--- config.mk ---
export PLATFORM = sky130hd
export DESIGN_NAME = iec_top
export DESIGN_NICKNAME = d
export VERILOG_FILES = /design/src/common/iec_pkg.sv /design/src/hdl/iec_edge_filter.sv /design/src/hdl/iec_top.sv
export VERILOG_INCLUDE_DIRS = /design/src /design/src/common
export SDC_FILE = /design/constraint.sdc
export NUM_CORES = 1
export LEC_CHECK = 0
export BUFFER_PORTS_ARGS = -buffer_cell sky130_fd_sc_hd__clkbuf_2
export CAP_MARGIN = 10
export CORE_MARGIN = 3
export CORE_UTILIZATION = 43
export CTS_CLUSTER_SIZE = 30
export DETAILED_ROUTE_END_ITERATION = 16
export GPL_TIMING_DRIVEN = 0
export HOLD_SLACK_MARGIN = 0.1
export PLACE_DENSITY_LB_ADDON = 0.1
export SYNTH_ARGS = -nofsm -noshare
export SYNTH_HDL_FRONTEND = slang
export SYNTH_SLANG_ARGS = --single-unit
--- constraint.sdc ---
create_clock -name clock -period 11.6 [get_ports clock]
set_input_delay 0.58 -clock clock [delete_from_list [all_inputs] [get_ports clock]]
set_output_delay 0.58 -clock clock [all_outputs]
set_load 0.01 [all_outputs]
--- src/common/iec_params.svh ---
// Purpose: constants of the interval event counter
// Assumes: register index times four is the byte address
// Notes: included by the bench and the design files
`ifndef IEC_PARAMS_SVH
`define IEC_PARAMS_SVH

// register indices
`define IEC_IDX_PORT0_DIR 16'hff20
`define IEC_IDX_ROUTE 16'hff39
`define IEC_IDX_COUNT 16'hff10
`define IEC_IDX_CMP0 16'hff12
`define IEC_IDX_CMP1 16'hff14
`define IEC_IDX_MODE 16'hff16
`define IEC_IDX_PRESC 16'hff17
`define IEC_IDX_OUTCTL 16'hff18
`define IEC_IDX_PORT0_LATCH 16'hff00

// reset values
`define IEC_RST_PORT0_DIR 8'hff
`define IEC_RST_ROUTE 8'h00
`define IEC_RST_BYTE 8'h00
`define IEC_RST_COUNT 16'h0000

// timer mode register: mode select hi/lo
`define IEC_MODE_HI 3
`define IEC_MODE_LO 2
`define IEC_MODE_STOP 2'h0
`define IEC_MODE_PIN_CLEAR 2'h2
`define IEC_MODE_MATCH_CLEAR 2'h3

// prescaler register
`define IEC_CKS_HI 1
`define IEC_CKS_LO 0
`define IEC_ES0_HI 5
`define IEC_ES0_LO 4
`define IEC_CKS_FULL 2'h0
`define IEC_CKS_DIV4 2'h1
`define IEC_CKS_DIV256 2'h2
`define IEC_CKS_EVENT 2'h3
`define IEC_DIV4_BIT 1
`define IEC_DIV256_BIT 7
`define IEC_DIV_W 8

// edge select codes
`define IEC_EDGE_FALL 2'h0
`define IEC_EDGE_RISE 2'h1
`define IEC_EDGE_BOTH 2'h3

// output control register
`define IEC_OC_ENABLE 0
`define IEC_OC_INV0 1
`define IEC_OC_CLR 2
`define IEC_OC_SET 3
`define IEC_OC_INV1 4

// pin routing select
`define IEC_RT_HI 5
`define IEC_RT_LO 4
`define IEC_RT_NONE 2'h0
`define IEC_RT_PIN_A 2'h1
`define IEC_RT_PIN_B 2'h2

// port pin that carries the timer output
`define IEC_TOUT_PIN 1

`endif

--- src/common/iec_pkg.sv ---
// Purpose: types of the interval event counter
// Assumes: nothing
// Notes: constants live in iec_params.svh
package iec_pkg;
    typedef logic [15:0] iec_count_t;
    typedef logic [7:0] iec_byte_t;
    typedef enum logic [3:0] {
        IEC_R_NONE,
        IEC_R_COUNT,
        IEC_R_CMP0,
        IEC_R_CMP1,
        IEC_R_MODE,
        IEC_R_PRESC,
        IEC_R_OUTCTL,
        IEC_R_ROUTE,
        IEC_R_DIR,
        IEC_R_LATCH
    } iec_reg_e;
endpackage

--- src/hdl/iec_edge_filter.sv ---
// Purpose: noise filter and valid edge detector for the event input
// Assumes: pin is synchronous to clock
// Notes: a new level is accepted after two equal samples in a row
`include "iec_params.svh"
`timescale 1ns/1ps
`default_nettype none
module iec_edge_filter (
    input wire logic clock,
    input wire logic reset,
    input wire logic pin,
    input wire logic [1:0] edge_sel,
    output logic edge_pulse
);
    logic samp_r;
    logic lvl_r;
    logic edge_r;
    logic accept;

    assign accept = (pin == samp_r) && (pin != lvl_r);
    assign edge_pulse = edge_r;

    always_ff @(posedge clock or posedge reset) begin
        if (reset) begin
            samp_r <= 1'b0;
        end else begin
            samp_r <= pin;
        end
    end

    always_ff @(posedge clock or posedge reset) begin
        if (reset) begin
            lvl_r <= 1'b0;
            edge_r <= 1'b0;
        end else begin
            if (accept) begin
                lvl_r <= pin;
            end
            unique case (edge_sel)
                `IEC_EDGE_FALL: edge_r <= accept && !pin;
                `IEC_EDGE_RISE: edge_r <= accept && pin;
                `IEC_EDGE_BOTH: edge_r <= accept;
                default: edge_r <= 1'b0;
            endcase
        end
    end
endmodule
`default_nettype wire

--- src/hdl/iec_top.sv ---
// Purpose: 16-bit interval timer, square wave and event counter
// Assumes: Avalon-MM slave, byte address, one wait cycle per access
// Notes: capture and pin-clear operation are not provided
`include "iec_params.svh"
`timescale 1ns/1ps
`default_nettype none

////////////////////////////////////////////////////////////////////////
// How it works
// mode select 11 starts counting on the chosen count clock.
// counter equal to compare zero clears counter, raises match zero.
// compare zero M gives M+1 count clocks between match interrupts.
// software never loads compare zero with zero in these modes.
// match one is raised on compare one equality even if unused.
// output control 03h makes timer output toggle on compare zero.
// toggle, clear and interrupt all come from one match event.
// clock select 11 counts valid edges of event input zero.
// software avoids event counting while mode select is 10.
// first match after M+2 events, later ones after M+1.
// event input accepted only after two equal consecutive samples.
// reading the counter returns the count and does not disturb it.
// routing field picks none, pin a or pin b; 11 is prohibited.
// direction bit 0 turns output buffer on, 1 makes pin an input.
// reset loads port-0 direction with ffh, all pins inputs.
// timer output on pin one needs direction and latch bits zero.
// pins used as timer inputs need their direction bits set.
// prescaler is not rewritten while mode select is not 00.
// output enable 0 holds timer output low, 1 lets toggling drive.
// counter is 16 bits and wraps from ffffh to 0000h.
// mode select 00 stops, clears counter and suppresses matches.
module iec_top
    import iec_pkg::*;
#(
    parameter int ADDR_W = 18
) (
    input wire logic clock,
    input wire logic reset,
    input wire logic [ADDR_W-1:0] avs_address,
    input wire logic avs_read,
    input wire logic avs_write,
    input wire logic [31:0] avs_writedata,
    input wire logic [3:0] avs_byteenable,
    output logic [31:0] avs_readdata,
    output logic avs_waitrequest,
    input wire logic alt_pin_a,
    input wire logic alt_pin_b,
    output logic [7:0] port0_out,
    output logic [7:0] port0_oe,
    output logic timer_output_pin,
    output logic match_irq_zero,
    output logic match_irq_one
);
    ////////////////////////////////////////////////////////////////////
    // registers
    iec_count_t up_counter_r;
    iec_count_t compare_reg_zero_r;
    iec_count_t compare_reg_one_r;
    iec_byte_t timer_mode_register_r;
    iec_byte_t prescaler_register_r;
    iec_byte_t output_control_register_r;
    iec_byte_t pin_routing_select_r;
    iec_byte_t port0_direction_r;
    iec_byte_t port0_latch_r;
    logic tout_r;
    logic started_r;
    logic irq0_r;
    logic irq1_r;
    logic [`IEC_DIV_W-1:0] div_r;
    logic wait_r;
    logic [31:0] rdata_r;
    iec_byte_t p0_out_r;
    iec_byte_t p0_oe_r;

    logic [1:0] mode_sel;
    logic [1:0] clk_sel;
    logic [1:0] route_sel;
    logic event_in;
    logic event_edge;
    logic tick;
    logic running;
    logic match0;
    logic match1;
    logic req;
    logic wr_go;
    iec_reg_e sel;

    ////////////////////////////////////////////////////////////////////
    // address decode
    function automatic iec_reg_e reg_decode(input logic [ADDR_W-1:0] a);
        logic [15:0] idx;
        idx = a[17:2];
        if (a[1:0] != 2'h0) begin
            reg_decode = IEC_R_NONE;
        end else begin
            unique case (idx)
                `IEC_IDX_COUNT: reg_decode = IEC_R_COUNT;
                `IEC_IDX_CMP0: reg_decode = IEC_R_CMP0;
                `IEC_IDX_CMP1: reg_decode = IEC_R_CMP1;
                `IEC_IDX_MODE: reg_decode = IEC_R_MODE;
                `IEC_IDX_PRESC: reg_decode = IEC_R_PRESC;
                `IEC_IDX_OUTCTL: reg_decode = IEC_R_OUTCTL;
                `IEC_IDX_ROUTE: reg_decode = IEC_R_ROUTE;
                `IEC_IDX_PORT0_DIR: reg_decode = IEC_R_DIR;
                `IEC_IDX_PORT0_LATCH: reg_decode = IEC_R_LATCH;
                default: reg_decode = IEC_R_NONE;
            endcase
        end
    endfunction

    assign sel = reg_decode(avs_address);
    assign req = avs_read || avs_write;
    assign wr_go = avs_write && !wait_r;

    assign avs_waitrequest = wait_r;
    assign avs_readdata = rdata_r;
    assign timer_output_pin = tout_r;
    assign match_irq_zero = irq0_r;
    assign match_irq_one = irq1_r;
    assign port0_out = p0_out_r;
    assign port0_oe = p0_oe_r;

    ////////////////////////////////////////////////////////////////////
    // bus handshake: one wait cycle, then waitrequest low for one edge
    always_ff @(posedge clock or posedge reset) begin
        if (reset) begin
            wait_r <= 1'b1;
        end else begin
            wait_r <= !(req && wait_r);
        end
    end

    always_ff @(posedge clock or posedge reset) begin
        if (reset) begin
            rdata_r <= 32'h0000_0000;
        end else if (avs_read && wait_r) begin
            unique case (sel)
                IEC_R_COUNT: rdata_r <= {16'h0000, up_counter_r};
                IEC_R_CMP0: rdata_r <= {16'h0000, compare_reg_zero_r};
                IEC_R_CMP1: rdata_r <= {16'h0000, compare_reg_one_r};
                IEC_R_MODE: rdata_r <= {24'h000000, timer_mode_register_r};
                IEC_R_PRESC: rdata_r <= {24'h000000, prescaler_register_r};
                IEC_R_OUTCTL: begin
                    // set and clear triggers always read as zero
                    rdata_r <= {24'h000000, output_control_register_r};
                end
                IEC_R_ROUTE: rdata_r <= {24'h000000, pin_routing_select_r};
                IEC_R_DIR: rdata_r <= {24'h000000, port0_direction_r};
                IEC_R_LATCH: rdata_r <= {24'h000000, port0_latch_r};
                IEC_R_NONE: rdata_r <= 32'h0000_0000;
            endcase
        end
    end

    ////////////////////////////////////////////////////////////////////
    // register writes
    always_ff @(posedge clock or posedge reset) begin
        if (reset) begin
            compare_reg_zero_r <= `IEC_RST_COUNT;
            compare_reg_one_r <= `IEC_RST_COUNT;
            timer_mode_register_r <= `IEC_RST_BYTE;
            prescaler_register_r <= `IEC_RST_BYTE;
            output_control_register_r <= `IEC_RST_BYTE;
            pin_routing_select_r <= `IEC_RST_ROUTE;
            port0_direction_r <= `IEC_RST_PORT0_DIR;
            port0_latch_r <= `IEC_RST_BYTE;
        end else if (wr_go) begin
            unique case (sel)
                IEC_R_CMP0: begin
                    if (avs_byteenable[0]) begin
                        compare_reg_zero_r[7:0] <= avs_writedata[7:0];
                    end
                    if (avs_byteenable[1]) begin
                        compare_reg_zero_r[15:8] <= avs_writedata[15:8];
                    end
                end
                IEC_R_CMP1: begin
                    if (avs_byteenable[0]) begin
                        compare_reg_one_r[7:0] <= avs_writedata[7:0];
                    end
                    if (avs_byteenable[1]) begin
                        compare_reg_one_r[15:8] <= avs_writedata[15:8];
                    end
                end
                IEC_R_MODE: begin
                    if (avs_byteenable[0]) begin
                        timer_mode_register_r <= avs_writedata[7:0];
                    end
                end
                IEC_R_PRESC: begin
                    if (avs_byteenable[0]) begin
                        prescaler_register_r <= avs_writedata[7:0];
                    end
                end
                IEC_R_OUTCTL: begin
                    if (avs_byteenable[0]) begin
                        output_control_register_r <= avs_writedata[7:0]
                            & ~((8'h01 << `IEC_OC_CLR)
                            | (8'h01 << `IEC_OC_SET));
                    end
                end
                IEC_R_ROUTE: begin
                    if (avs_byteenable[0]) begin
                        pin_routing_select_r <= avs_writedata[7:0];
                    end
                end
                IEC_R_DIR: begin
                    if (avs_byteenable[0]) begin
                        port0_direction_r <= avs_writedata[7:0];
                    end
                end
                IEC_R_LATCH: begin
                    if (avs_byteenable[0]) begin
                        port0_latch_r <= avs_writedata[7:0];
                    end
                end
                default: begin
                end
            endcase
        end
    end

    ////////////////////////////////////////////////////////////////////
    // event input routing and filtering
    assign route_sel = pin_routing_select_r[`IEC_RT_HI:`IEC_RT_LO];

    always_comb begin
        unique case (route_sel)
            `IEC_RT_PIN_A: event_in = alt_pin_a;
            `IEC_RT_PIN_B: event_in = alt_pin_b;
            default: event_in = 1'b0;
        endcase
    end

    iec_edge_filter u_filter (
        .clock(clock),
        .reset(reset),
        .pin(event_in),
        .edge_sel(prescaler_register_r[`IEC_ES0_HI:`IEC_ES0_LO]),
        .edge_pulse(event_edge)
    );

    ////////////////////////////////////////////////////////////////////
    // count clock
    assign mode_sel = timer_mode_register_r[`IEC_MODE_HI:`IEC_MODE_LO];
    assign clk_sel = prescaler_register_r[`IEC_CKS_HI:`IEC_CKS_LO];
    assign running = mode_sel != `IEC_MODE_STOP;

    always_ff @(posedge clock or posedge reset) begin
        if (reset) begin
            div_r <= '0;
        end else if (!running) begin
            div_r <= '0;
        end else begin
            div_r <= div_r + 1'b1;
        end
    end

    always_comb begin
        unique case (clk_sel)
            `IEC_CKS_FULL: tick = 1'b1;
            `IEC_CKS_DIV4: tick = &div_r[`IEC_DIV4_BIT:0];
            `IEC_CKS_DIV256: tick = &div_r[`IEC_DIV256_BIT:0];
            `IEC_CKS_EVENT: tick = event_edge;
        endcase
    end

    ////////////////////////////////////////////////////////////////////
    // counter and compare
    assign match0 = running && started_r && tick
        && (up_counter_r == compare_reg_zero_r);
    assign match1 = running && started_r && tick
        && (up_counter_r == compare_reg_one_r);

    always_ff @(posedge clock or posedge reset) begin
        if (reset) begin
            up_counter_r <= `IEC_RST_COUNT;
            started_r <= 1'b0;
        end else if (!running) begin
            up_counter_r <= `IEC_RST_COUNT;
            started_r <= 1'b0;
        end else if (tick) begin
            // the first count clock only synchronises the start
            started_r <= 1'b1;
            if (!started_r) begin
                up_counter_r <= `IEC_RST_COUNT;
            end else if (mode_sel == `IEC_MODE_MATCH_CLEAR && match0) begin
                up_counter_r <= `IEC_RST_COUNT;
            end else begin
                up_counter_r <= up_counter_r + 1'b1;
            end
        end
    end

    always_ff @(posedge clock or posedge reset) begin
        if (reset) begin
            irq0_r <= 1'b0;
            irq1_r <= 1'b0;
        end else begin
            irq0_r <= match0;
            irq1_r <= match1;
        end
    end

    ////////////////////////////////////////////////////////////////////
    // timer output
    always_ff @(posedge clock or posedge reset) begin
        if (reset) begin
            tout_r <= 1'b0;
        end else if (!output_control_register_r[`IEC_OC_ENABLE]) begin
            tout_r <= 1'b0;
        end else if (wr_go && sel == IEC_R_OUTCTL && avs_byteenable[0]
            && avs_writedata[`IEC_OC_CLR]) begin
            tout_r <= 1'b0;
        end else if (wr_go && sel == IEC_R_OUTCTL && avs_byteenable[0]
            && avs_writedata[`IEC_OC_SET]) begin
            tout_r <= 1'b1;
        end else if ((match0 && output_control_register_r[`IEC_OC_INV0])
            ^ (match1 && output_control_register_r[`IEC_OC_INV1])) begin
            tout_r <= !tout_r;
        end
    end

    ////////////////////////////////////////////////////////////////////
    // port 0 pins
    always_ff @(posedge clock or posedge reset) begin
        if (reset) begin
            p0_out_r <= `IEC_RST_BYTE;
            p0_oe_r <= `IEC_RST_BYTE;
        end else begin
            p0_out_r <= port0_latch_r
                | (iec_byte_t'(tout_r) << `IEC_TOUT_PIN);
            p0_oe_r <= ~port0_direction_r;
        end
    end
endmodule
`default_nettype wire
==> impl_metrics.py <==
metrics = {
    "grt": {
        "grt_pass1_vias": 5311,
        "grt_pass1_wl_um": 29100,
        "overflow": 0,
        "grt_max_degree": 78,
        "antenna_found_initial": 0,
        "grt_use_total": 0.210,
    },
    "worst_setup_path": {
        "critPathMaxFanout": 10,
        "slowest_delay_ns": 0.78,
        "crit_buf_inv": 2,
        "critPathKind": "reg2reg",
        "crit_chain": "clkbuf_1 > xnor2_1 > nand4_1 > nor4_1 > a31o_2 > clkbuf_1 > nor2_1 > o21ai_0 > o41ai_1",
        "critical-path-top-delay-family": "simple AND/OR/NAND/NOR gates",
        "path_common_cell": "clkbuf_1",
        "end_kind": "flop",
        "critical-path-slowest-cell": "nor4_1",
        "cp-start-kind": "flop",
        "required_ns": 11.89,
        "arrival_ns": 3.16,
    },
    "power_and_ir_drop": {
        "peakVddDrop_mv": 0.109,
        "power_frac_seq": 0.451,
        "pwr-share-clk": 0.493,
        "p_comb_frac": 0.056,
        "swShare": 0.229,
        "p_int_uw": 865,
        "p_per_area_nw_per_um2": 134,
        "switchingPower_uw": 256,
        "leakage_nw": 3.87,
        "p_total_mw": 1.12,
    },
    "route": {
        "first_pass_iters": 5,
        "post_drt_via_cell_ratio": 5.40,
        "num_vias": 5252,
        "drt-total-wl_um": 18200,
        "postRouteAntennaNets": 0,
        "wire_per_inst_um": 18.7,
        "remaining_drc_errors": 0,
        "drt_iter0_drc": 380,
    },
    "synth": {
        "yosysMostFrequentCell": "dfrtp_1",
        "synthDistinctLibCells": 65,
        "yosysSeqAreaShare": 0.507,
        "syn-mean-instance-area_um2": 11.0,
        "synth_simple_gate_area_frac": 0.152,
        "muxShareOfSynthArea": 0.117,
        "synth_top_family_by_area": "simple AND/OR/NAND/NOR gates",
        "netlist_top_cells_count": "dfrtp_1 (133), mux2_2 (72), nand2_1 (57)",
        "ys.flop_type": "dfrtp_1",
        "synth_top_area_share": 0.474,
        "synth_edf_count": 0,
        "synth_compound_area_frac": 0.0997,
        "synthTopCellsByArea": "dfrtp_1 (47%), mux2_2 (12%), dfstp_2 (3.4%)",
        "synth_cells": 637,
        "yosysWarnings": 0,
        "synth_top_area_cell": "dfrtp_1",
        "syn_area_um2": 7030,
        "synth_xor_area_frac": 0.0661,
        "synth_fa_ha_area_frac": 0.00855,
        "ys_seq_elements": 142,
        "synth_async_sr_flop_share": 1.00,
    },
    "clock_network": {
        "hold_buffers": 0,
        "h-tree-depth": 4,
        "clkLatencyLatePin_ns": 0.42,
        "clock-sinks": 142,
        "cts_buffer_depth": 2,
        "cts_setup_buffers": 0,
        "cts_buffers": 17,
        "clockRootBuffer": "clkbuf_16",
        "cts_tree": "built",
        "cts-resized-gates": 0,
        "clk_pin_slew_worst_paths_ns": 0.06,
    },
    "floorplanning": {
        "io_pins": 112,
        "rows": 46,
        "die-area_um2": 17900,
        "die_w_um": 134,
        "start_util": 0.441,
        "core_um2": 15900,
        "dieHeight_um": 134,
    },
    "min_path": {
        "hp-class": "in2async",
    },
    "final_layout": {
        "postLayoutCellArea_um2": 8340,
        "drive_above_1_share": 0.308,
        "area_growth_pct": 18.7,
        "fillers": 1475,
        "layout.nets": 808,
        "diodes": 0,
    },
    "timing": {
        "fin_crit_sh": 0.248,
        "drv_slew": 0,
        "final-setup-viol-count": 0,
        "whs_ns": 0.265,
        "max_freq_mhz": 348,
        "worst_slew_pin_slew_ns": 0.934,
        "relSlewSlack": 0.371,
        "hold_viol": 0,
        "fin_crit_ns": 2.87,
        "fin_tns_setup_ns": 0,
        "rsz0062_at_grt": "no",
        "skew_ns": 0.00844,
    },
    "run": {
        "max_cap_viol_count": 0,
    },
    "outcome": {
        "status": "complete, no violations",
    },
    "placement": {
        "gp_congestion": 0.836,
        "dpl.hpwl_um": 13300,
        "numPortBuffers": 72,
        "place_area_um2": 7740,
    },
}
[worst reg2reg max path: cells and delay by family, from the launching register on]
kind,cells,cell delay (ns)
and+or+nand+nor,3,0.99
buffers and inverters,2,0.72
AOI/OAI and AO/OA,3,0.53
DFF,1,0.32
xor gates and xnor gates,1,0.19
[layout by cell type, fill, tap and decap left out, types with 3 or more instances in the layout]
cell        count
dfrtp_1       133
clkbuf_2       73
mux2_2         72
nand2_1        57
nor2_1         48
o21ai_0        27
xor2_1         27
xnor2_1        26
clkbuf_1       23
buf_4          20
a21oi_1        17
clkbuf_16      17
conb_1         16
nand3_1        15
inv_1          13
nand4_1        12
a222oi_1       12
nor2b_1         9
dfstp_2         9
and3_1          8
a22oi_1         8
a22o_1          6
nor4_1          6
nor3_1          5
and2_1          5
nor3_4          5
a31oi_1         5
clkinv_2        5
buf_2           4
o21a_1          4
o211ai_1        4
ha_1            4
buf_6           3
nand2_2         3
a32o_1          3
or3_1           3
bufinv_16       3
clkinvlp_4      3
[stage by stage]
step                      std cells  setup WS, ns  utilization
after floorplan                 652          7.23            -
after global placement          940          5.69        0.484
after detailed placement        941          8.59        0.486
after CTS                       973          8.79        0.523
after global routing            973          8.58        0.523
final                           973          8.73        0.523
[logic make-up (layout without fill, tap and decap cells)]
group,count (synthesis),in the layout
AND/OR/NAND/NOR,198,198
flip-flops,142,142
AO/OA/AOI/OAI,101,101
multiplexers,73,73
buffers and inverters,64,169
XOR/XNOR,53,53
adder cells (fa/ha/maj),5,5
other,1,16
[area by class of cell]
class,count,area (µm²),area share
Sequential cell,142,3560,0.428
Multi-Input combinational cell,446,3170,0.381
Clock buffer,20,447,0.0536
Timing Repair Buffer,73,388,0.0465
Buffer,50,292,0.0350
Tap cell,216,270,0.0324
Clock inverter,12,146,0.0176
Inverter,14,57.6,0.00690
[routing by layer]
metal / up-vias / wire (µm) / GRT usage
met5: - / 0 / 0
met4: 0 / 206 / 0.0560
met3: 18 / 1060 / 0.0499
met2: 158 / 8690 / 0.328
met1: 2642 / 8230 / 0.297
li1: 2434 / - / -
[power groups by stage]
stage / combinational [mW] / clock, mW / sequential [mW]
after floorplan: 0.0343 / 0 / 0.515
after global placement: 0.0607 / 0 / 0.515
after detailed placement: 0.0631 / 0 / 0.515
after CTS: 0.0635 / 0.562 / 0.506
after global routing: 0.0699 / 0.582 / 0.506
final: 0.0627 / 0.553 / 0.506
[state kept, by name, summed over array words and instances, names as in the netlist, 6 cells and up]
name and flops:
port0_out 8, timer_mode_register_r 8, port0_oe 8, prescaler_register_r 8, output_control_register_r 6, port0_latch_r 8, avs_readdata 16, up_counter_r 16
compare_reg_zero_r 16, pin_routing_select_r 8, port0_direction_r 8, div_r 8, compare_reg_one_r 16
[worst paths after layout]
check | start | to | slack (ns) | depth (start not counted)
min | reset | started_r | 0.26 | 2
max | up_counter_r[4] | up_counter_r[5] | 8.73 | 9
max reg2reg | up_counter_r[4] | up_counter_r[5] | 8.73 | 9
min in group clock | avs_write | avs_waitrequest | 0.33 | 2
max in group asynchronous | reset | port0_direction_r[6] | 10.52 | 3
min reg2reg | port0_latch_r[0] | port0_out[0] | 0.40 | 0
No activity file was read; power rests on OpenSTA's default activity.
